==> config.mk <==
export PLATFORM = sky130hd
export DESIGN_NAME = diagnostic_error_capture_bank
export DESIGN_NICKNAME = d
export VERILOG_FILES = /design/src/design/diag_bank_pkg.sv /design/src/design/err_record_if.sv /design/src/design/diagnostic_error_capture_bank.sv /design/src/design/error_detail_format.sv /design/src/design/time_stamp_pack.sv
export SDC_FILE = /design/constraint.sdc
export NUM_CORES = 1
export LEC_CHECK = 0
export BUFFER_PORTS_ARGS = -buffer_cell sky130_fd_sc_hd__buf_4
export CAP_MARGIN = 10
export CELL_PAD_IN_SITES_DETAIL_PLACEMENT = 1
export CELL_PAD_IN_SITES_GLOBAL_PLACEMENT = 1
export CORE_UTILIZATION = 40
export CTS_CLUSTER_SIZE = 16
export DETAILED_ROUTE_END_ITERATION = 8
export PLACE_DENSITY = 0.77
export SYNTH_ARGS = -nofsm -noshare
export SYNTH_HDL_FRONTEND = slang
export SYNTH_HIERARCHICAL = 1
export SYNTH_SLANG_ARGS = --single-unit
==> constraint.sdc <==
create_clock -name clock -period 5.7 [get_ports clock]
set_input_delay 1.14 -clock clock [delete_from_list [all_inputs] [get_ports clock]]
set_output_delay 1.14 -clock clock [all_outputs]
set_load 0.02 [all_outputs]
==> src/design/diag_bank_pkg.sv <==
// shared constants and types for the diagnostic error capture bank
package diag_bank_pkg;

	// bank geometry
	localparam int unsigned NUM_COMMON    = 11;

	// word indices, byte address is index times four
	localparam logic [4:0]  IDX_CODE      = 5'h00;
	localparam logic [4:0]  IDX_YM        = 5'h01;
	localparam logic [4:0]  IDX_DH        = 5'h02;
	localparam logic [4:0]  IDX_MS        = 5'h03;
	localparam logic [4:0]  IDX_CAT       = 5'h04;
	localparam logic [4:0]  IDX_COMMON0   = 5'h05;
	localparam logic [4:0]  IDX_COMMONN   = 5'h0F;
	localparam logic [4:0]  IDX_IRQ_STAT  = 5'h10;
	localparam logic [4:0]  IDX_IRQ_MASK  = 5'h11;

	// common information formats and sentinels
	localparam logic [7:0]  CAT_MODULE_POS = 8'h01;
	localparam logic [7:0]  SLOT_NONE      = 8'hFF;
	localparam logic [15:0] IO_NONE        = 16'hFFFF;
	localparam int unsigned IO_DIV_SHIFT   = 4;
	localparam int unsigned WORD_SLOT      = 0;
	localparam int unsigned WORD_IO        = 1;

	// category word layout
	localparam int unsigned CAT_COMMON_LSB = 0;
	localparam int unsigned CAT_INDIV_LSB  = 8;

	// interrupt status bits
	localparam int unsigned STAT_CAPTURE   = 0;
	localparam int unsigned STAT_OVERWRITE = 1;
	localparam int unsigned STAT_WIDTH     = 2;

	// reset values
	localparam logic [15:0] WORD_RESET     = 16'h0000;
	localparam logic [1:0]  STAT_RESET     = 2'h0;
	localparam logic [31:0] UNMAPPED_READ  = 32'h00000000;

	// bus read sequencer
	typedef enum logic [1:0] {
		BUS_IDLE  = 2'b01,
		BUS_RDATA = 2'b10
	} bus_state_e;

	// two BCD bytes into one word, upper first
	function automatic logic [15:0] pack_bcd(input logic [7:0] hi,
		input logic [7:0] lo);
		pack_bcd = {hi, lo};
	endfunction : pack_bcd

endpackage : diag_bank_pkg

==> src/design/err_record_if.sv <==
// interface carrying one formatted error record into the bank
`timescale 1ns/1ps
`default_nettype none
interface err_record_if;
	logic              valid;
	logic [15:0]       code;
	logic [15:0]       category;
	logic [10:0][15:0] common;
	logic [15:0]       tsYm;
	logic [15:0]       tsDh;
	logic [15:0]       tsMs;

	modport fmt   (output valid, output code, output category,
		output common);
	modport stamp (output tsYm, output tsDh, output tsMs);
	modport bank  (input valid, input code, input category, input common,
		input tsYm, input tsDh, input tsMs);
endinterface : err_record_if
`default_nettype wire

==> src/design/diagnostic_error_capture_bank.sv <==
// diagnostic error capture bank with avalon-mm slave and interrupt
//
// Contract
// - detected error code goes into code word
// - code word equals newest error history entry
// - timestamp word one: BCD year, month
// - timestamp word two: BCD day, hour
// - timestamp word three: BCD minute, second
// - category code names common, individual formats
// - common words describe latched error per category
// - slot reads FF when nothing mounted
// - io word FFFF when unknown or branch
// - io word holds start number over sixteen
//
// The placing of the registers and register access over Avalon-MM were decided locally.
`timescale 1ns/1ps
`default_nettype none
module diagnostic_error_capture_bank (
	input  wire logic              clock,
	input  wire logic              srst,
	// error report from self-diagnostics
	input  wire logic              errValid,
	input  wire logic [15:0]       errCode,
	input  wire logic [7:0]        commonCat,
	input  wire logic [7:0]        indivCat,
	input  wire logic              slotMounted,
	input  wire logic [7:0]        slotNo,
	input  wire logic [15:0]       ioStart,
	input  wire logic              ioUnknown,
	input  wire logic              branchModule,
	input  wire logic [10:0][15:0] rawCommon,
	// calendar clock, BCD
	input  wire logic [7:0]        rtcYear,
	input  wire logic [7:0]        rtcMonth,
	input  wire logic [7:0]        rtcDay,
	input  wire logic [7:0]        rtcHour,
	input  wire logic [7:0]        rtcMinute,
	input  wire logic [7:0]        rtcSecond,
	// avalon-mm slave
	input  wire logic [6:0]        address,
	input  wire logic              read,
	input  wire logic              write,
	input  wire logic [31:0]       writedata,
	input  wire logic [3:0]        byteenable,
	output logic [31:0]            readdata,
	output logic                   waitrequest,
	// interrupt
	output logic                   irq
);
	err_record_if rec ();

	// formatting of code, category and common words
	error_detail_format uFormat (
		.errValid     (errValid),
		.errCode      (errCode),
		.commonCat    (commonCat),
		.indivCat     (indivCat),
		.slotMounted  (slotMounted),
		.slotNo       (slotNo),
		.ioStart      (ioStart),
		.ioUnknown    (ioUnknown),
		.branchModule (branchModule),
		.rawCommon    (rawCommon),
		.rec          (rec.fmt)
	);

	// timestamp packing from the calendar clock
	time_stamp_pack uStamp (
		.rtcYear   (rtcYear),
		.rtcMonth  (rtcMonth),
		.rtcDay    (rtcDay),
		.rtcHour   (rtcHour),
		.rtcMinute (rtcMinute),
		.rtcSecond (rtcSecond),
		.rec       (rec.stamp)
	);

	// bank contents
	logic [15:0]       diagCode;
	logic [15:0]       timeYm;
	logic [15:0]       timeDh;
	logic [15:0]       timeMs;
	logic [15:0]       category;
	logic [10:0][15:0] common;
	logic [15:0]       next_diagCode;
	logic [15:0]       next_timeYm;
	logic [15:0]       next_timeDh;
	logic [15:0]       next_timeMs;
	logic [15:0]       next_category;
	logic [10:0][15:0] next_common;

	// whole record loads on one edge, so no reader sees a mixed record
	always_comb begin
		next_diagCode = diagCode;
		next_timeYm   = timeYm;
		next_timeDh   = timeDh;
		next_timeMs   = timeMs;
		next_category = category;
		next_common   = common;
		if (rec.valid) begin
			next_diagCode = rec.code;
			next_timeYm   = rec.tsYm;
			next_timeDh   = rec.tsDh;
			next_timeMs   = rec.tsMs;
			next_category = rec.category;
			next_common   = rec.common;
		end
	end

	// record registers; bus writes never reach them
	always_ff @(posedge clock) begin
		if (srst) begin
			diagCode <= diag_bank_pkg::WORD_RESET;
			timeYm   <= diag_bank_pkg::WORD_RESET;
			timeDh   <= diag_bank_pkg::WORD_RESET;
			timeMs   <= diag_bank_pkg::WORD_RESET;
			category <= diag_bank_pkg::WORD_RESET;
			common   <= '0;
		end else begin
			diagCode <= next_diagCode;
			timeYm   <= next_timeYm;
			timeDh   <= next_timeDh;
			timeMs   <= next_timeMs;
			category <= next_category;
			common   <= next_common;
		end
	end

	// bus decode
	logic [4:0] wordIdx;
	logic       wrAccept;
	assign wordIdx  = address[6:2];
	assign wrAccept = write & ~read;

	// interrupt status and mask
	logic [1:0] irqStat;
	logic [1:0] irqMask;
	logic [1:0] next_irqStat;
	logic [1:0] next_irqMask;
	logic [1:0] statSet;
	logic [1:0] statClr;

	// set wins over a write-one clear in the same cycle
	always_comb begin
		statSet = '0;
		statSet[diag_bank_pkg::STAT_CAPTURE]   = rec.valid;
		statSet[diag_bank_pkg::STAT_OVERWRITE] = rec.valid &
			irqStat[diag_bank_pkg::STAT_CAPTURE];
		statClr = '0;
		if (wrAccept && wordIdx == diag_bank_pkg::IDX_IRQ_STAT &&
				byteenable[0]) begin
			statClr = writedata[1:0];
		end
		next_irqStat = (irqStat & ~statClr) | statSet;
		next_irqMask = irqMask;
		if (wrAccept && wordIdx == diag_bank_pkg::IDX_IRQ_MASK &&
				byteenable[0]) begin
			next_irqMask = writedata[1:0];
		end
	end

	// interrupt registers
	always_ff @(posedge clock) begin
		if (srst) begin
			irqStat <= diag_bank_pkg::STAT_RESET;
			irqMask <= diag_bank_pkg::STAT_RESET;
		end else begin
			irqStat <= next_irqStat;
			irqMask <= next_irqMask;
		end
	end

	assign irq = |(irqStat & irqMask);

	// read mux; record words are read-only, writes to them are dropped
	logic [31:0] readMux;
	always_comb begin
		readMux = diag_bank_pkg::UNMAPPED_READ;
		case (wordIdx)
			diag_bank_pkg::IDX_CODE:     readMux = {16'h0000, diagCode};
			diag_bank_pkg::IDX_YM:       readMux = {16'h0000, timeYm};
			diag_bank_pkg::IDX_DH:       readMux = {16'h0000, timeDh};
			diag_bank_pkg::IDX_MS:       readMux = {16'h0000, timeMs};
			diag_bank_pkg::IDX_CAT:      readMux = {16'h0000, category};
			diag_bank_pkg::IDX_IRQ_STAT: readMux = {30'h00000000, irqStat};
			diag_bank_pkg::IDX_IRQ_MASK: readMux = {30'h00000000, irqMask};
			default: begin
				if (wordIdx >= diag_bank_pkg::IDX_COMMON0 &&
						wordIdx <= diag_bank_pkg::IDX_COMMONN) begin
					readMux = {16'h0000,
						common[4'(wordIdx - diag_bank_pkg::IDX_COMMON0)]};
				end
			end
		endcase
	end

	// read sequencer: one wait cycle, then registered data
	diag_bank_pkg::bus_state_e busState;
	diag_bank_pkg::bus_state_e next_busState;
	logic [31:0]               next_readdata;

	always_comb begin
		next_busState = busState;
		next_readdata = readdata;
		case (busState)
			diag_bank_pkg::BUS_IDLE: begin
				if (read) begin
					next_busState = diag_bank_pkg::BUS_RDATA;
					next_readdata = readMux;
				end
			end
			diag_bank_pkg::BUS_RDATA: begin
				next_busState = diag_bank_pkg::BUS_IDLE;
			end
			default: begin
				next_busState = diag_bank_pkg::BUS_IDLE;
			end
		endcase
	end

	// sequencer registers
	always_ff @(posedge clock) begin
		if (srst) begin
			busState <= diag_bank_pkg::BUS_IDLE;
			readdata <= diag_bank_pkg::UNMAPPED_READ;
		end else begin
			busState <= next_busState;
			readdata <= next_readdata;
		end
	end

	// writes finish at once, reads stall until data is registered
	assign waitrequest = read & (busState != diag_bank_pkg::BUS_RDATA);

	// checks on the captured record and on the read wait
	a_code_capture: assert property (@(posedge clock) disable iff (srst)
		errValid |=> diagCode == $past(errCode))
		else $error("code word missed the reported error");
	a_code_holds: assert property (@(posedge clock) disable iff (srst)
		!errValid |=> $stable(diagCode))
		else $error("code word changed without a new error");
	a_stamp_ym: assert property (@(posedge clock) disable iff (srst)
		errValid |=> timeYm == {$past(rtcYear), $past(rtcMonth)})
		else $error("year month stamp wrong");
	a_stamp_dh: assert property (@(posedge clock) disable iff (srst)
		errValid |=> timeDh == {$past(rtcDay), $past(rtcHour)})
		else $error("day hour stamp wrong");
	a_stamp_ms: assert property (@(posedge clock) disable iff (srst)
		errValid |=> timeMs == {$past(rtcMinute), $past(rtcSecond)})
		else $error("minute second stamp wrong");
	a_category_word: assert property (@(posedge clock) disable iff (srst)
		errValid |=> category == {$past(indivCat), $past(commonCat)})
		else $error("category word wrong");
	a_common_raw: assert property (@(posedge clock) disable iff (srst)
		errValid && commonCat != diag_bank_pkg::CAT_MODULE_POS
		|=> common == $past(rawCommon))
		else $error("common words not taken as reported");
	a_slot_absent: assert property (@(posedge clock) disable iff (srst)
		errValid && commonCat == diag_bank_pkg::CAT_MODULE_POS &&
		!slotMounted |=> common[0] == 16'h00FF)
		else $error("absent slot not shown as FF");
	a_io_unknown: assert property (@(posedge clock) disable iff (srst)
		errValid && commonCat == diag_bank_pkg::CAT_MODULE_POS &&
		(ioUnknown || branchModule) |=> common[1] == 16'hFFFF)
		else $error("unknown io number not FFFF");
	a_io_divided: assert property (@(posedge clock) disable iff (srst)
		errValid && commonCat == diag_bank_pkg::CAT_MODULE_POS &&
		!ioUnknown && !branchModule
		|=> common[1] == {4'h0, $past(ioStart[15:4])})
		else $error("io number not start over sixteen");
	a_ro_write: assert property (@(posedge clock) disable iff (srst)
		write && !errValid |=> $stable(diagCode) && $stable(common))
		else $error("bus write altered a record word");
	a_record_flag: assert property (@(posedge clock) disable iff (srst)
		errValid |=> irqStat[0] && diagCode == $past(errCode) &&
		timeMs == {$past(rtcMinute), $past(rtcSecond)})
		else $error("record and capture flag not updated together");
	a_read_wait: assert property (@(posedge clock) disable iff (srst)
		read && busState == diag_bank_pkg::BUS_IDLE
		|-> waitrequest ##1 !waitrequest)
		else $error("read answer not one cycle late");

	// checks on status, mask, interrupt and read data
	a_overwrite_flag: assert property (@(posedge clock) disable iff (srst)
		errValid && irqStat[0] |=> irqStat[1])
		else $error("second capture left overwrite flag clear");
	a_stat_sticky: assert property (@(posedge clock) disable iff (srst)
		!errValid && !write |=> irqStat == $past(irqStat))
		else $error("status bit changed without event or clear");
	a_stat_clear: assert property (@(posedge clock) disable iff (srst)
		write && !read && address[6:2] == diag_bank_pkg::IDX_IRQ_STAT &&
		byteenable[0] && writedata[0] && !errValid |=> !irqStat[0])
		else $error("write of one left capture flag set");
	a_mask_write: assert property (@(posedge clock) disable iff (srst)
		write && !read && address[6:2] == diag_bank_pkg::IDX_IRQ_MASK &&
		byteenable[0] |=> irqMask == $past(writedata[1:0]))
		else $error("mask write not taken");
	a_irq_level: assert property (@(posedge clock) disable iff (srst)
		errValid && irqMask[0] |=> irq)
		else $error("unmasked capture raised no interrupt");
	a_rdata_holds: assert property (@(posedge clock) disable iff (srst)
		!read && busState == diag_bank_pkg::BUS_IDLE |=> $stable(readdata))
		else $error("read data changed without a read");
endmodule : diagnostic_error_capture_bank
`default_nettype wire

==> src/design/error_detail_format.sv <==
// builds code, category and common words for one error report
`timescale 1ns/1ps
`default_nettype none
module error_detail_format (
	input  wire logic              errValid,
	input  wire logic [15:0]       errCode,
	input  wire logic [7:0]        commonCat,
	input  wire logic [7:0]        indivCat,
	input  wire logic              slotMounted,
	input  wire logic [7:0]        slotNo,
	input  wire logic [15:0]       ioStart,
	input  wire logic              ioUnknown,
	input  wire logic              branchModule,
	input  wire logic [10:0][15:0] rawCommon,
	err_record_if.fmt              rec
);
	// code and category pass straight on
	assign rec.valid    = errValid;
	assign rec.code     = errCode;
	assign rec.category = {indivCat, commonCat};

	// module-position format overrides the first two words
	always_comb begin
		rec.common = rawCommon;
		if (commonCat == diag_bank_pkg::CAT_MODULE_POS) begin
			rec.common[diag_bank_pkg::WORD_SLOT] = {8'h00,
				slotMounted ? slotNo : diag_bank_pkg::SLOT_NONE};
			if (ioUnknown || branchModule) begin
				rec.common[diag_bank_pkg::WORD_IO] =
					diag_bank_pkg::IO_NONE;
			end else begin
				rec.common[diag_bank_pkg::WORD_IO] =
					ioStart >> diag_bank_pkg::IO_DIV_SHIFT;
			end
		end
	end
endmodule : error_detail_format
`default_nettype wire

==> src/design/time_stamp_pack.sv <==
// packs the calendar clock into three BCD timestamp words
`timescale 1ns/1ps
`default_nettype none
module time_stamp_pack (
	input  wire logic [7:0] rtcYear,
	input  wire logic [7:0] rtcMonth,
	input  wire logic [7:0] rtcDay,
	input  wire logic [7:0] rtcHour,
	input  wire logic [7:0] rtcMinute,
	input  wire logic [7:0] rtcSecond,
	err_record_if.stamp     rec
);
	// year over month, day over hour, minute over second
	assign rec.tsYm = diag_bank_pkg::pack_bcd(rtcYear, rtcMonth);
	assign rec.tsDh = diag_bank_pkg::pack_bcd(rtcDay, rtcHour);
	assign rec.tsMs = diag_bank_pkg::pack_bcd(rtcMinute, rtcSecond);
endmodule : time_stamp_pack
`default_nettype wire

==> summary.md <==
| Metric | Value |
|---|---|
| Fmax | 261 MHz |
| Starting density of the core | 0.406 |
| Root Driver | clkbuf_16 |
| Mapped Avg Cell Area | between 9 and 10 µm² |
| Number of global-route vias before repair | 10600 |
| Final Hold Fails | 0 |
| Minimum clock period after layout | 3.83 ns |
| Synthesized flop and latch total | ~280 |
| Die W | ~190 µm |
| Gpl congestion | 0.827 |
| Synthesis-to-layout area growth | 12.9% |
| Largest area contributor in the netlist | dfxtp_1 |
| First-pass GRT wire length | 60600 µm |
| Number of flops mapped to enable cells by yosys | 0 |
| Top Ports | 365 |
| RSZ-0062 raised after global routing | false |
| Seq pwr share | 0.434 |
| Cts hold-fix bufs | 0 |
| DP HPWL | slightly below 30000 µm |
| Critical Path End Type | register |
| Asr flop ratio synth | 0 |
| Final Cycle Share | 0.672 |
| Final core occ | 0.459 |
| Hold slack | 0.490 ns |
| Post-synth top flop | dfxtp_1 |
| Psw | roughly 1300 µW |
| Clk buf depth | 3 |
| Rel. slew slack | 0.232 |
| Worst Max-Slew Pin Slew | 1.15 ns |
| Post-synthesis cell area | approximately 14000 µm² |
| Pre-CTS setup slack | between 1 and 1.5 ns |
| Final setup margin | approximately 1.9 ns |
| Final antenna-violating net count | 0 |
| Row count | 69 |
| Tot Pwr | approximately 4900 µW |
| CP Launch Type | input port |
| Sw frac | 0.260 |
| Reg clk slew, reported paths | roughly 0.05 ns |
| HP Class | reg2reg |
| Leading cell types by count after synthesis | 301 x mux2i_1, 295 x nor2_1, 278 x dfxtp_1 |
| Routed WL | around 40000 µm |
| CTS buffer count | 34 |
| Drt wl/cell | 20.1 µm |
| TNS Setup | 0 ns |
| Layout cells sized above 1 | 0.282 |
| Die ar. | 36900 µm² |
| Num Clock Sinks | 278 |
| Worst endpoint required time | 6.11 ns |
| Via density | 5.07 |
| Post-CTS resize count | 0 |
| Share of the synthesized area in the top cell type | 0.385 |
| Final setup fails | 0 |
| Core ar. | 35600 µm² |
| Initial antenna violation count | 0 |
| DRT iter0 DRCs | 357 |
| Crit-path max FO | 42 |
| Die Ht | roughly 190 µm |
| Total of max-cap violations | 0 |
| Worst-Skew Late Latency | about 0.5 ns |
| Setup Crit Path Kind | in2reg |
| Vias | 10300 |
| H-Tree Depth | 2 |
| GRT Overall Usage | 0.216 |
| Max Slew Vio Count | 0 |
| Total grt overflow | 0 |
| P per Cell Area | 300 nW/µm² |
| Seq/Total Area, Yosys | 0.385 |
| Number of remaining DRC errors | 0 |
| Port bufs | 309 |
| Most used standard cell by instance count after synthesis | mux2i_1 |
| Largest net degree at the start of global routing | between 150 and 200 |
| Int Power | 3630 µW |
| Peak supply drop | 0.177 mV |
| CP Data Arrival Time | about 4.3 ns |
| Logic pwr share | 0.154 |
| Clock skew after layout | ~0.012 ns |
| # nets final | 1886 |
| Post-synthesis cell type count | 50 |
| Top cells by area, synth | dfxtp_1 39%, mux2i_1 21%, buf_4 13% |
| Syn. warnings | 6 |
| Pleak | roughly 0.0075 µW |
| Ant. Diodes | 0 |
| TritonCTS clock tree | yes |
| DRT Pass-1 Iters | 4 |
| Post-CTS Setup Bufs | 0 |
| Clock network power share | 0.412 |
| Synth Instances | 1521 |
| Outcome | completed |
| Fillcell total | 4008 |
==> per-stage QoR <==
stage                     area (µm²)  std cells
after CTS                      16300       2032
after global routing           16300       2032
final                          16300       2032
after detailed placement       15300       1975
after global placement         15300       1975
after floorplan                14500       1536
==> power by group through the flow <==
stage	sequential [µW]	combinational (µW)	clock [µW]
finish	2130	753	2020
global route	2140	817	2160
CTS	2130	766	2070
detailed placement	2170	761	0
global placement	2160	745	0
floorplan	2160	555	0
==> registers in the layout, summed over array words and instances (netlist names) <==
register,count
common,176
category,16
diagCode,16
readdata,16
timeDh,16
timeMs,16
timeYm,16
busState,2
irqMask,2
irqStat,2
==> logic make-up (layout without fill, tap and decap cells) <==
kind of cell               Yosys count  in the layout  share of synthesized area
AOI/OAI and AO/OA                  152            152                     0.0773
xor gates and xnor gates             2              2                    0.00173
adders and majority gates            5              5                    0.00433
buffers and inverters              359            394                      0.163
DFF                                278            278                      0.385
muxes                              341            341                      0.255
other                                1             16                   0.000259
and+or+nand+nor                    383            383                      0.114
==> final timing paths <==
check,start,endpoint,slack [ns],cells after the start
setup / recovery,address[2],readdata[1]$_SDFFE_PP0P_,1.87,7
hold / removal,category[15]$_SDFFE_PP0P_,category[15]$_SDFFE_PP0P_,0.49,2
setup reg to reg,busState[1]$_SDFFE_PP0P_,readdata[10]$_SDFFE_PP0P_,3.53,5
hold reg to reg,category[15]$_SDFFE_PP0P_,category[15]$_SDFFE_PP0P_,0.49,2
==> layout by cell type (no fill, tap or decap), types with 3 or more instances in the layout <==
cell type,count
a31oi_1,12
mux2i_1,301
clkbuf_8,6
dfxtp_1,278
a21oi_1,43
o2111ai_1,14
clkbuf_1,6
nand3_1,26
mux2_1,3
a22oi_1,17
and2_1,9
mux2_2,18
nor3_1,4
mux4_2,17
nand2_1,27
clkbuf_16,35
conb_1,16
a21oi_2,20
nor2_1,295
a221oi_1,18
a41oi_1,8
inv_1,13
clkinv_2,7
buf_4,320
nor4b_4,3
ha_1,4
nand4_1,4
o21bai_1,13
==> critical path: stages <==
cell       delay, ns
buf_4           0.36
inv_1           0.22
ha_4            0.82
o2111ai_1       0.28
a311oi_4        0.99
a221oi_1        0.23
nor3_1          0.19
==> area by class of cell <==
| type | instances | area, µm² | share of cell area |
|---|---|---|---|
| multi-input cells | 899 | 6620 | 0.406 |
| flip-flops and latches | 278 | 5570 | 0.341 |
| repair buffers | 324 | 2470 | 0.151 |
| clock buffers | 47 | 981 | 0.0601 |
| well taps | 461 | 577 | 0.0353 |
| clock inverters | 10 | 58.8 | 0.00360 |
| inverters | 13 | 48.8 | 0.00299 |
==> per-layer routing <==
| layer | track usage | part of all wire |
|---|---|---|
| met5 | 0 | 0 |
| met4 | 0.0581 | 0.022 |
| met3 | 0.0435 | 0.062 |
| met2 | 0.376 | 0.48 |
| met1 | 0.271 | 0.43 |
No activity file was read; power rests on OpenSTA's default activity.
